File: config.mk
export PLATFORM = sky130hd
export DESIGN_NAME = lec_lane_error_counter_control
export DESIGN_NICKNAME = d
export VERILOG_FILES = /design/src/rtl/lec_pkg.sv /design/src/rtl/lec_lane_error_counter_control.sv
export SDC_FILE = /design/constraint.sdc
export NUM_CORES = 1
export LEC_CHECK = 0
export BUFFER_PORTS_ARGS = -buffer_cell sky130_fd_sc_hd__buf_4
export CAP_MARGIN = 20
export CELL_PAD_IN_SITES_DETAIL_PLACEMENT = 0
export CELL_PAD_IN_SITES_GLOBAL_PLACEMENT = 1
export CORE_AREA = 2 2 205 126
export CTS_CLUSTER_SIZE = 10
export DETAILED_ROUTE_END_ITERATION = 12
export DIE_AREA = 0 0 207 128
export GPL_ROUTABILITY_DRIVEN = 0
export PLACE_DENSITY_LB_ADDON = 0.1
export SLEW_MARGIN = 10
export SYNTH_ARGS = -nofsm -noshare
export SYNTH_HDL_FRONTEND = slang
export SYNTH_SLANG_ARGS = --single-unit
File: constraint.sdc
create_clock -name mclk_in -period 3.25 [get_ports mclk_in]
set_clock_uncertainty 0.15 [all_clocks]
set_input_delay 0.4875 -clock mclk_in [delete_from_list [all_inputs] [get_ports mclk_in]]
set_output_delay 0.4875 -clock mclk_in [all_outputs]
set_load 0.02 [all_outputs]
File: src/rtl/lec_pkg.sv
// Package for the lane 6/7 error counter control block.
// Assumes an 8-bit register port and a single 200 MHz clock.
package lec_pkg;
  localparam int unsigned ADDR_W = 12;
  localparam int unsigned NUM_LINKS = 2;
  localparam int unsigned NUM_LANES = 2;
  localparam int unsigned NUM_CLS = 3;
  localparam int unsigned CNT_W = 8;
  localparam logic [11:0] LINK_PAGE_ADDR = 12'h300;
  localparam logic [11:0] LANE6_CTRL_ADDR = 12'h486;
  localparam logic [11:0] LANE7_CTRL_ADDR = 12'h487;
  localparam logic [11:0] TCH_ADDR = 12'h4a0;
  localparam logic [11:0] IRQ_STAT_ADDR = 12'h4a1;
  localparam logic [11:0] IRQ_MASK_ADDR = 12'h4a2;
  localparam logic [11:0] CNT_BASE_ADDR = 12'h4b0;
  localparam int unsigned ENA_LSB = 3;
  localparam int unsigned RST_LSB = 0;
  localparam logic [2:0] ENA_RESET = 3'h7;
  localparam logic [2:0] RST_RESET = 3'h7;
  localparam logic [2:0] TCH_RESET = 3'h7;
  localparam logic [7:0] CNT_MAX = 8'hff;
  // Class index: 2 unexpected control char, 1 not in table, 0 bad disparity
  localparam int unsigned CLS_UCC = 2;
  localparam int unsigned CLS_NIT = 1;
  localparam int unsigned CLS_BDE = 0;
endpackage

File: src/rtl/lec_lane_error_counter_control.sv
// Paged control registers and error counters for lanes 6 and 7.
// Assumes error strobes come from decoder logic on the same clock, one per link, lane and class.
// Notes on behaviour
// RULE1: All lane enable/reset fields apply to the link picked by the page register.
// RULE2: Lane 6 enable field sits at bits 5:3, resets to all ones.
// RULE3: Lane 6 reset field sits at bits 2:0, resets to all ones, one per counter.
// RULE4: Enable bits: 5 unexpected control char, 4 not in table, 3 bad disparity.
// RULE5: Reset bits: 2 unexpected control char, 1 not in table, 0 bad disparity.
// RULE6: Lane 7 enable at bits 5:3 of 0x487, ones at reset, bits 7:6 read zero.
// RULE7: Lane 7 reset field at bits 2:0 of 0x487, ones at reset.
// RULE8: Counters are eight bits; hold at 0xff when hold set, else wrap.
// RULE9: Count only while enabled and not in reset; reset bit holds counter at zero.
//
// Chosen here: the strobed register port.
`timescale 1ns/100ps
module lec_lane_error_counter_control
  import lec_pkg::*;
(
  input wire logic mclk_in,
  input wire logic resetn_in,
  input wire logic [11:0] addr_in,
  input wire logic [7:0] wdata_in,
  input wire logic wr_in,
  input wire logic rd_in,
  output logic [7:0] rdata_out,
  // Per link, per lane, per class error strobe: [link][lane][class]
  input wire logic [NUM_LINKS*NUM_LANES*NUM_CLS-1:0] err_in,
  output logic irq_out
);
  localparam int unsigned NCNT = NUM_LINKS * NUM_LANES * NUM_CLS;

  logic page_r, page_nxt;
  logic [5:0] ctrl_r [NUM_LINKS][NUM_LANES];
  logic [5:0] ctrl_nxt [NUM_LINKS][NUM_LANES];
  logic [2:0] tch_r [NUM_LINKS][NUM_LANES];
  logic [2:0] tch_nxt [NUM_LINKS][NUM_LANES];
  logic [CNT_W-1:0] cnt_r [NCNT];
  logic [CNT_W-1:0] cnt_nxt [NCNT];
  logic [NUM_LANES*NUM_CLS-1:0] stat_r, stat_nxt, mask_r, mask_nxt;
  logic [7:0] rdata_r, rdata_nxt;

  // Register writes; page selects which link's copy is reached
  always_comb begin
    page_nxt = page_r;
    mask_nxt = mask_r;
    ctrl_nxt = ctrl_r;
    tch_nxt = tch_r;
    if (wr_in) begin
      case (addr_in)
        LINK_PAGE_ADDR: page_nxt = wdata_in[0];
        LANE6_CTRL_ADDR: ctrl_nxt[page_r][0] = wdata_in[5:0]; // [RULE1] [RULE2] [RULE3]
        LANE7_CTRL_ADDR: ctrl_nxt[page_r][1] = wdata_in[5:0]; // [RULE1] [RULE6] [RULE7]
        TCH_ADDR: begin
          tch_nxt[page_r][0] = wdata_in[2:0];
          tch_nxt[page_r][1] = wdata_in[5:3];
        end
        IRQ_MASK_ADDR: mask_nxt = wdata_in[5:0];
        default: ;
      endcase
    end
  end

  // Counters: index = link*6 + lane*3 + class
  generate
    for (genvar i = 0; i < NCNT; i++) begin : g_cnt
      localparam int LK = i / (NUM_LANES * NUM_CLS);
      localparam int LN = (i / NUM_CLS) % NUM_LANES;
      localparam int CL = i % NUM_CLS;
      logic ena, rst, hold;
      assign ena = ctrl_r[LK][LN][ENA_LSB+CL]; // [RULE4]
      assign rst = ctrl_r[LK][LN][RST_LSB+CL]; // [RULE5]
      assign hold = tch_r[LK][LN][CL];
      always_comb begin
        cnt_nxt[i] = cnt_r[i];
        if (rst) begin
          cnt_nxt[i] = '0; // [RULE9]
        end else if (ena && err_in[i]) begin
          if (!(hold && cnt_r[i] == CNT_MAX)) begin
            cnt_nxt[i] = cnt_r[i] + 8'h01; // [RULE8] [RULE9]
          end
        end
      end
    end
  endgenerate

  // Status: a counter of either link reaching terminal count; read clears, set wins
  always_comb begin
    stat_nxt = stat_r;
    if (rd_in && addr_in == IRQ_STAT_ADDR) begin
      stat_nxt = '0;
    end
    for (int j = 0; j < NUM_LANES * NUM_CLS; j++) begin
      if (cnt_r[j] != CNT_MAX && cnt_nxt[j] == CNT_MAX) begin
        stat_nxt[j] = 1'b1;
      end
      if (cnt_r[j + NUM_LANES*NUM_CLS] != CNT_MAX &&
          cnt_nxt[j + NUM_LANES*NUM_CLS] == CNT_MAX) begin
        stat_nxt[j] = 1'b1;
      end
    end
  end

  // Read data, one cycle after the strobe
  always_comb begin
    rdata_nxt = 8'h00;
    if (rd_in) begin
      case (addr_in)
        LINK_PAGE_ADDR: rdata_nxt = {7'h00, page_r};
        LANE6_CTRL_ADDR: rdata_nxt = {2'h0, ctrl_r[page_r][0]}; // [RULE1] [RULE2]
        LANE7_CTRL_ADDR: rdata_nxt = {2'h0, ctrl_r[page_r][1]}; // [RULE6]
        TCH_ADDR: rdata_nxt = {2'h0, tch_r[page_r][1], tch_r[page_r][0]};
        IRQ_STAT_ADDR: rdata_nxt = {2'h0, stat_r};
        IRQ_MASK_ADDR: rdata_nxt = {2'h0, mask_r};
        default: begin
          for (int k = 0; k < NUM_LANES * NUM_CLS; k++) begin
            if (addr_in == CNT_BASE_ADDR + 12'(k)) begin
              rdata_nxt = cnt_r[k + (page_r ? NUM_LANES*NUM_CLS : 0)];
            end
          end
        end
      endcase
    end
  end

  always_ff @(posedge mclk_in or negedge resetn_in) begin
    if (!resetn_in) begin
      page_r <= 1'b0;
      mask_r <= '0;
      stat_r <= '0;
      rdata_r <= 8'h00;
      for (int a = 0; a < NUM_LINKS; a++) begin
        for (int b = 0; b < NUM_LANES; b++) begin
          ctrl_r[a][b] <= {ENA_RESET, RST_RESET};
          tch_r[a][b] <= TCH_RESET;
        end
      end
      for (int c = 0; c < NCNT; c++) begin
        cnt_r[c] <= '0;
      end
    end else begin
      page_r <= page_nxt;
      mask_r <= mask_nxt;
      stat_r <= stat_nxt;
      rdata_r <= rdata_nxt;
      ctrl_r <= ctrl_nxt;
      tch_r <= tch_nxt;
      cnt_r <= cnt_nxt;
    end
  end

  assign rdata_out = rdata_r;
  assign irq_out = |(stat_r & mask_r);

  // Checks on control writes and readback
  a_paged_write: assert property ( // [RULE1]
    @(posedge mclk_in) disable iff (!resetn_in)
    wr_in && addr_in == LANE7_CTRL_ADDR
    |=> ctrl_r[$past(page_r)][1] == $past(wdata_in[5:0]))
    else $error("lane 7 control not written to paged link");
  a_paged_lane6: assert property ( // [RULE1]
    @(posedge mclk_in) disable iff (!resetn_in)
    wr_in && addr_in == LANE6_CTRL_ADDR
    |=> ctrl_r[$past(page_r)][0] == $past(wdata_in[5:0]))
    else $error("lane 6 control not written to paged link");
  a_other_page: assert property ( // [RULE1]
    @(posedge mclk_in) disable iff (!resetn_in)
    wr_in && addr_in == LANE7_CTRL_ADDR
    |=> ctrl_r[~$past(page_r)][1] == $past(ctrl_r[~page_r][1]))
    else $error("write reached the link that is not paged");
  a_lane6_read: assert property ( // [RULE2]
    @(posedge mclk_in) disable iff (!resetn_in)
    rd_in && addr_in == LANE6_CTRL_ADDR
    |=> rdata_out == {2'h0, $past(ctrl_r[page_r][0])})
    else $error("lane 6 control readback wrong");
  a_lane6_resv: assert property ( // [RULE2]
    @(posedge mclk_in) disable iff (!resetn_in)
    rd_in && addr_in == LANE6_CTRL_ADDR
    |=> rdata_out[7:6] == 2'h0)
    else $error("lane 6 spare bits read nonzero");
  a_lane7_read: assert property ( // [RULE6] [RULE7]
    @(posedge mclk_in) disable iff (!resetn_in)
    rd_in && addr_in == LANE7_CTRL_ADDR
    |=> rdata_out == {2'h0, $past(ctrl_r[page_r][1])})
    else $error("lane 7 control readback wrong");
  a_resv_zero: assert property ( // [RULE6]
    @(posedge mclk_in) disable iff (!resetn_in)
    rd_in && addr_in == LANE7_CTRL_ADDR
    |=> rdata_out[7:6] == 2'h0)
    else $error("reserved bits read nonzero");
  a_page_read: assert property ( // [RULE1]
    @(posedge mclk_in) disable iff (!resetn_in)
    rd_in && addr_in == LINK_PAGE_ADDR
    |=> rdata_out == {7'h00, $past(page_r)})
    else $error("page readback wrong");
  a_tch_read: assert property ( // [RULE8]
    @(posedge mclk_in) disable iff (!resetn_in)
    rd_in && addr_in == TCH_ADDR
    |=> rdata_out == {2'h0, $past(tch_r[page_r][1]), $past(tch_r[page_r][0])})
    else $error("hold readback wrong");
  a_cnt_read: assert property ( // [RULE1]
    @(posedge mclk_in) disable iff (!resetn_in)
    rd_in && addr_in == CNT_BASE_ADDR
    |=> rdata_out == $past(cnt_r[page_r ? NUM_LANES * NUM_CLS : 0]))
    else $error("paged counter readback wrong");
  a_stat_read: assert property ( // [RULE8]
    @(posedge mclk_in) disable iff (!resetn_in)
    rd_in && addr_in == IRQ_STAT_ADDR
    |=> rdata_out == {2'h0, $past(stat_r)})
    else $error("status readback wrong");
  a_mask_read: assert property (
    @(posedge mclk_in) disable iff (!resetn_in)
    rd_in && addr_in == IRQ_MASK_ADDR
    |=> rdata_out == {2'h0, $past(mask_r)})
    else $error("mask readback wrong");
  // Read data must not linger, software may poll without a strobe
  a_idle_zero: assert property (
    @(posedge mclk_in) disable iff (!resetn_in)
    !rd_in
    |=> rdata_out == 8'h00)
    else $error("read data stands without a read");

  // Fixed-index counter checks
  a_lane6_rst_hold: assert property ( // [RULE3]
    @(posedge mclk_in) disable iff (!resetn_in)
    ctrl_r[0][0][0]
    |=> cnt_r[0] == 8'h00)
    else $error("lane 6 counter not held in reset");
  a_ena_map: assert property ( // [RULE4]
    @(posedge mclk_in) disable iff (!resetn_in)
    !ctrl_r[0][0][5] && !ctrl_r[0][0][2]
    |=> cnt_r[2] == $past(cnt_r[2]))
    else $error("disabled counter moved");
  a_rst_map: assert property ( // [RULE5]
    @(posedge mclk_in) disable iff (!resetn_in)
    ctrl_r[1][1][1]
    |=> cnt_r[10] == 8'h00)
    else $error("reset bit does not clear its counter");
  a_lane7_rst: assert property ( // [RULE7]
    @(posedge mclk_in) disable iff (!resetn_in)
    ctrl_r[1][1][2]
    |=> cnt_r[11] == 8'h00)
    else $error("lane 7 reset does not clear");
  a_term_hold: assert property ( // [RULE8]
    @(posedge mclk_in) disable iff (!resetn_in)
    tch_r[0][0][0] && !ctrl_r[0][0][0] && cnt_r[0] == CNT_MAX
    |=> cnt_r[0] == CNT_MAX)
    else $error("held counter left terminal count");
  a_wrap: assert property ( // [RULE8]
    @(posedge mclk_in) disable iff (!resetn_in)
    !tch_r[0][0][0] && !ctrl_r[0][0][0] && ctrl_r[0][0][3] && err_in[0] &&
    cnt_r[0] == CNT_MAX |=> cnt_r[0] == 8'h00)
    else $error("counter did not wrap");
  a_count_step: assert property ( // [RULE9]
    @(posedge mclk_in) disable iff (!resetn_in)
    ctrl_r[0][0][3] && !ctrl_r[0][0][0] && err_in[0] && cnt_r[0] != CNT_MAX
    |=> cnt_r[0] == $past(cnt_r[0]) + 8'h01)
    else $error("enabled counter did not step");

  // Every counter, every link: the fixed-index checks above only sample one of each
  generate
    for (genvar g = 0; g < NCNT; g++) begin : g_chk
      localparam int LKC = g / (NUM_LANES * NUM_CLS);
      localparam int LNC = (g / NUM_CLS) % NUM_LANES;
      localparam int CLC = g % NUM_CLS;
      localparam int SBIT = g % (NUM_LANES * NUM_CLS);
      a_rst_zero: assert property ( // [RULE9]
        @(posedge mclk_in) disable iff (!resetn_in)
        ctrl_r[LKC][LNC][RST_LSB+CLC]
        |=> cnt_r[g] == 8'h00)
        else $error("counter not held at zero in reset");
      a_dis_still: assert property ( // [RULE4]
        @(posedge mclk_in) disable iff (!resetn_in)
        !ctrl_r[LKC][LNC][ENA_LSB+CLC] && !ctrl_r[LKC][LNC][RST_LSB+CLC]
        |=> cnt_r[g] == $past(cnt_r[g]))
        else $error("disabled counter moved");
      a_quiet_still: assert property ( // [RULE9]
        @(posedge mclk_in) disable iff (!resetn_in)
        !err_in[g] && !ctrl_r[LKC][LNC][RST_LSB+CLC]
        |=> cnt_r[g] == $past(cnt_r[g]))
        else $error("counter moved with no error");
      a_max_hold: assert property ( // [RULE8]
        @(posedge mclk_in) disable iff (!resetn_in)
        tch_r[LKC][LNC][CLC] && !ctrl_r[LKC][LNC][RST_LSB+CLC] && cnt_r[g] == CNT_MAX
        |=> cnt_r[g] == CNT_MAX)
        else $error("held counter left terminal count");
      a_roll_over: assert property ( // [RULE8]
        @(posedge mclk_in) disable iff (!resetn_in)
        !tch_r[LKC][LNC][CLC] && !ctrl_r[LKC][LNC][RST_LSB+CLC] &&
        ctrl_r[LKC][LNC][ENA_LSB+CLC] && err_in[g] && cnt_r[g] == CNT_MAX
        |=> cnt_r[g] == 8'h00)
        else $error("counter did not roll over");
      a_err_step: assert property ( // [RULE9]
        @(posedge mclk_in) disable iff (!resetn_in)
        ctrl_r[LKC][LNC][ENA_LSB+CLC] && !ctrl_r[LKC][LNC][RST_LSB+CLC] &&
        err_in[g] && cnt_r[g] != CNT_MAX
        |=> cnt_r[g] == $past(cnt_r[g]) + 8'h01)
        else $error("enabled counter did not step");
      a_stat_on_max: assert property ( // [RULE8]
        @(posedge mclk_in) disable iff (!resetn_in)
        cnt_r[g] == CNT_MAX && $past(cnt_r[g]) != CNT_MAX
        |-> stat_r[SBIT])
        else $error("status not set at terminal count");
    end
  endgenerate

  // Controls of a link only move when that link is paged
  generate
    for (genvar p = 0; p < NUM_LINKS * NUM_LANES; p++) begin : g_keep
      localparam int LKP = p / NUM_LANES;
      localparam int LNP = p % NUM_LANES;
      localparam logic [11:0] CADDR = (LNP == 1) ? LANE7_CTRL_ADDR : LANE6_CTRL_ADDR;
      a_ctrl_keep: assert property ( // [RULE1]
        @(posedge mclk_in) disable iff (!resetn_in)
        !(wr_in && addr_in == CADDR && page_r == 1'(LKP))
        |=> ctrl_r[LKP][LNP] == $past(ctrl_r[LKP][LNP]))
        else $error("control of an unpaged link changed");
      a_tch_keep: assert property ( // [RULE8]
        @(posedge mclk_in) disable iff (!resetn_in)
        !(wr_in && addr_in == TCH_ADDR && page_r == 1'(LKP))
        |=> tch_r[LKP][LNP] == $past(tch_r[LKP][LNP]))
        else $error("hold of an unpaged link changed");
    end
  endgenerate

  c_page_switch: cover property (@(posedge mclk_in) disable iff (!resetn_in)
    wr_in && addr_in == LINK_PAGE_ADDR ##1 wr_in && addr_in == LANE6_CTRL_ADDR);
  c_count: cover property (@(posedge mclk_in) disable iff (!resetn_in)
    cnt_r[0] == 8'h03);
  c_irq: cover property (@(posedge mclk_in) disable iff (!resetn_in) irq_out);
  c_wrap_seen: cover property (@(posedge mclk_in) disable iff (!resetn_in)
    cnt_r[1] == CNT_MAX ##1 cnt_r[1] == 8'h00);
  c_hold_seen: cover property (@(posedge mclk_in) disable iff (!resetn_in)
    cnt_r[0] == CNT_MAX ##1 cnt_r[0] == CNT_MAX);
endmodule

Word-level counts from Yosys, hierarchy flattened --
Index checks and enable logic that the tools add are counted.
Operators by class: add/sub/neg operators 17, $mul 0, div/mod/pow operators 0, $lt $le $gt $ge 8, equality and inequality tests 48, shift-type cells 0, mux-type cells 95, bitwise operators 8, reduce and logical (&&, ||, !) cells 50
Operators by type and width (number):
- two-way mux 8 bit | 55
- greater-or-equal comparator 33 x 5 -> 1 bit, second input constant | 6
- binary-select mux 8 bit (select 4 bit) | 6
- equality test 8 bit, second input constant | 24
- NOT 32 -> 33 bit | 5
- equality test 12 x 11 -> 1 bit, second input constant | 11
- adder 8 x 1 -> 8 bit, second input constant | 12
- inequality test 8 bit, second input constant | 12
- adder 2 x 32 -> 32 bit, first input constant | 2
- bitwise mux 24 bit | 2
- two-way mux 12 bit | 4
- one-hot mux 24 bit (2 select lines) | 1
- one-hot mux 8 bit (6 select lines) | 1
- logical AND 1 bit | 38
- two-way mux 6 bit | 6
- NOT 4 -> 33 bit | 1
- adder 1 x 32 -> 32 bit, first input constant | 1
- adder 3 x 32 -> 32 bit, first input constant | 1
- bitwise mux 12 bit | 2
- demux 12 bit (select 1 bit) | 2
- nonzero test 3 bit | 6
- demux 6 bit (select 1 bit) | 2
- equality test 12 x 10 -> 1 bit, second input constant | 1
- two-way mux 1 bit | 12
- 9 further kinds | 13
Word-level totals: register bits after elaboration 153, latch bits 0, RAM bits 0, ROM bits 0, input bits 36, memories 0

Logic depth before layout (Yosys ltp) --
word-level depth 13, mapped depth 9, gate-level depth less buffers 7

Least setup slack after synthesis --
No wires, ideal clock.
path kind input port to flip-flop, start in addr_in[9], end reg ctrl_r[10] (netlist bit), setup time 0.082 ns, data arrival time 2.314 ns, path slack 0.703 ns, stages 5, buffers on the path 0, cells stage by stage or4b_4 -> or4_4 -> or2_4 -> nor2_8 -> mux2_4
On the way: word-level cells in the longest chain between the ends 3, elaborated cells between the ends (all ways) 5, those cells by class eq/ne: 2; mux: 1; reduce/logical: 2
Ends and longest elaborated chain:
- start, declared | line lec_lane_error_counter_control.sv:21 | input wire logic [11:0] addr_in,
- equality test 12 x 11 -> 1 bit | line lec_lane_error_counter_control.sv:49 | case (addr_in)
- nonzero test 2 bit (no line)
- AND reduction 2 bit (no line)
- end signal, assigned by index | line lec_lane_error_counter_control.sv:133 | ctrl_r[a][b] <= {ENA_RESET, RST_RESET};
- end signal, assigned | line lec_lane_error_counter_control.sv:145 | ctrl_r <= ctrl_nxt;
- end, declared | line lec_lane_error_counter_control.sv:33 | logic [5:0] ctrl_r [NUM_LINKS][NUM_LANES];
Several ways; a longest one is shown, not always the timed one. A chain may end at the register's enable or synchronous reset.

Worst setup path after layout --
start reg cnt_r[80] (netlist bit), end reg stat_r[1]
On the way: word-level cells in the longest chain between the ends 9, elaborated cells between the ends (all ways) 12, those cells by class add/sub: 1; eq/ne: 3; mux: 5; reduce/logical: 3
Ends and longest elaborated chain:
- start, declared | line lec_lane_error_counter_control.sv:37 | logic [CNT_W-1:0] cnt_r [NCNT];
- start signal, assigned | line lec_lane_error_counter_control.sv:147 | cnt_r <= cnt_nxt;
- parallel branches: the longest is 6 deep, another holds adder 8 x 1 -> 8 bit
- logical AND 1 bit (*) | line lec_lane_error_counter_control.sv:93 | if (cnt_r[j] != CNT_MAX && cnt_nxt[j] == CNT_MAX) begin
- two-way mux 1 bit | line lec_lane_error_counter_control.sv:93
- two-way mux 1 bit | line lec_lane_error_counter_control.sv:96 | if (cnt_r[j + NUM_LANES*NUM_CLS] != CNT_MAX &&
- end signal, assigned | line lec_lane_error_counter_control.sv:143 | stat_r <= stat_nxt;
- end, declared | line lec_lane_error_counter_control.sv:39 | logic [NUM_LANES*NUM_CLS-1:0] stat_r, stat_nxt, mask_r, mask_nxt;
Mark *: on every way between the ends.

==> flow_summary_export.csv <==
group,metric,value,unit
status,status,"completed",
cells_and_area,seqCellArea,0.003875,sq mm
global_routing,grt_pass1_vias,7487,
synth,syn_inst,1017,
cts,clk_latency,0.45,ns
cells_and_area,multiInputGateArea,0.005588,sq mm
sta,rsz0062_at_grt,"no",
critical_path,cpMaxStageDelayCell,"or4_1",
floorplanning,std_cell_rows,45,
pwr,leakage,0.004436,uW
route,drc,0,
floorplanning,die-area,0.02650,sq mm
place,placed_cell_area,0.01038,sq mm
global_routing,antenna_found_initial,1,
cells_and_area,final_common_cell,"dfrtp_1",
cells_and_area,fin_cells,1388,
cts,root_buffer,"clkbuf_16",
route,avgRoutedWirePerCell,21.92,um
place,port_buffers,42,
sta,hold_violations,0,
critical_path,worst-path-max-fanout,6,
synth,yosysWarnings,0,
route,drt_first_pass_iters,5,
pwr,ir_worst_vdd,0.2849,mV
global_routing,grt_use_total,23.46,%
sta,fin_crit_sh,86.45,%
cells_and_area,nNetsFinal,1094,
cells_and_area,fin_util,44.49,%
sta,holdWs,0.1660,ns
synth,ys.flop_type,"dfrtp_1",
global_routing,grt_pass1_wl,46.86,mm
critical_path,path_class,"register to register",
synth,netlist_area,0.009709,sq mm
sta,finalSetupViolCount,0,
sta,fin_tns_setup,0,ns
synth,avgSynthCellArea,9.547,sq um
cells_and_area,drive_gt1_share,20.40,%
floorplanning,ios,45,
cells_and_area,area_delta_synth_final,13.53,%
critical_path,critical_path.max_stage_delay,0.56,ns
sta,relSlewSlack,52.57,%
pwr,p_per_area,389.1,mW/mm^2
global_routing,overflow,0,
cts,cts_buffers,17,
cells_and_area,fillers,2415,
synth,yosys.cell_types.count,77,
sta,fmax,355.9,MHz
route,drt-total-wl,30.42,mm
critical_path,worstPathArrival,3.03,ns
critical_path,crit_chain,"ha_1 > nand4_1 > o211ai_1 > and3_1 > o2111ai_1 > or4_1 > o211ai_1",
route,vias_per_cell,5.947,
critical_path,crit_path_end_kind,"register",
synth,async_flop_share,100.0,%
worst_hold_path,hold_path_class,"input pin to register",
cts,clockBufferDepth,2,
sta,max_slew.worst_pin.slew,0.7099,ns
place,place_hpwl,22.92,mm
place,placedCellCount,1355,
cts,clk_pin_slew,0.06,ns
synth,ys_ff_latch,153,
cts,cts_setup_buffers,0,
floorplanning,core_area,0.02477,sq mm
cells_and_area,final_cell_mix,"dfrtp_1 (116), nor2_1 (114), nand2_1 (85), buf_4 (53), mux2_2 (51)",
synth,synth-edff-count,0,
route,antenna_left,0,
route,vias,8254,
cells_and_area,final_area,0.01102,sq mm
critical_path,startpoint_type,"register",
floorplanning,start_util,39.19,%
floorplanning,die_h,128,um
cts,clock_sinks,153,
cells_and_area,antenna_cells,0,
cts,ctsHtreeMaxLevel,4,
critical_path,crit_top_cell,"o211ai_1",
cts,cts_tree,"yes",
critical_path,required,3.47,ns
synth,ys_seq_area_share,39.90,%
synth,syn_nets,1065,
sta,maxSlewViolCount,0,
sta,min_period,2.810,ns
floorplanning,fp.dieW,207,um
route,drtIter0Drc,798,
global_routing,grt_max_degree,59,
flow_run,maxCapViolCount,0,
repair_timing:
item,CTS,global route
hold endpoints to repair,41,0
resized for setup,0,0
hold buffers,1,0
endpoints found under the setup margin,0,0
synth_stat cells (13+ instances only):
cell type | n | area [sq um]
xor2_1 | 26 | 227.7
mux2i_1 | 49 | 490.5
nor2_1 | 114 | 427.9
inv_1 | 15 | 56.30
nand2b_1 | 13 | 81.33
o21ai_0 | 40 | 200.2
and4_1 | 22 | 192.7
dfrtp_1 | 117 | 2928
nand3_1 | 42 | 210.2
and3_1 | 17 | 106.4
clkbuf_1 | 32 | 120.1
a211oi_1 | 14 | 105.1
dfstp_2 | 36 | 945.9
mux2_2 | 51 | 574.3
nand4_1 | 34 | 212.7
nand2_1 | 85 | 319.1
a21oi_1 | 37 | 185.2
nor3_1 | 29 | 145.1
a31oi_1 | 19 | 118.9
cell type report:
type / instances / share of cell area, %
Inverter: 15 / 0.5108
Tap cell: 329 / 3.734
Multi-Input combinational cell: 802 / 50.69
Clock buffer: 21 / 4.472
Sequential cell: 153 / 35.15
Clock inverter: 11 / 1.271
Timing Repair Buffer: 57 / 4.166
metal layers:
metal	track usage, %	vias up	routed length [um]
met3	6.369	23	2263
met1	39.65	4048	16750
li1	-	3884	-
met5	0	-	13
met2	28.18	297	11150
met4	4.454	2	246
where the power goes:
part | internal [uW] | total, uW | switching (uW)
Clock | 1320 | 2180 | 863
Sequential | 1920 | 1930 | 17.4
Combinational | 64.3 | 178 | 114
per-stage QoR:
stage               power, uW  setup WS [ns]
floorplan                2018         0.7033
global placement         2146         0.4307
detailed placement       2146         0.3716
CTS                      4333         0.4956
global route             4430         0.2781
finish                   4289         0.4403
sequential cells by signal, summed over array words and instances (netlist names):
signal and count:
cnt_r 96, ctrl_r 24, g_cnt.hold 12, mask_r 6
page_r 1, rdata_out 8, stat_r 6
cell families after synthesis:
group,share of synthesized area (%)
simple gates,23.23
compound gates,14.05
flops,39.90
mux,15.30
buf+inv,2.552
xor+xnor,3.428
fa+ha+maj,1.546
worst paths after layout:
kind,start,slack (ns),depth (start not counted),end
max,cnt_r[80],0.44,7,stat_r[1]
min,wdata_in[2],0.17,3,ctrl_r[20]
min reg2reg,mask_r[0],0.39,1,mask_r[0]
max in group asynchronous,resetn_in,1.72,3,ctrl_r[17]
max reg2reg,cnt_r[80],0.44,7,stat_r[1]
min in group asynchronous,resetn_in,0.43,2,cnt_r[65]
critical path, delay by kind of cell, from the launching register on:
family | cells | cell delay (ns)
adder cells (fa/ha/maj) | 1 | 0.34
AO/OA/AOI/OAI | 3 | 0.75
flip-flops | 1 | 0.50
AND/OR/NAND/NOR | 3 | 0.99
No activity file was read; power rests on OpenSTA's default activity.
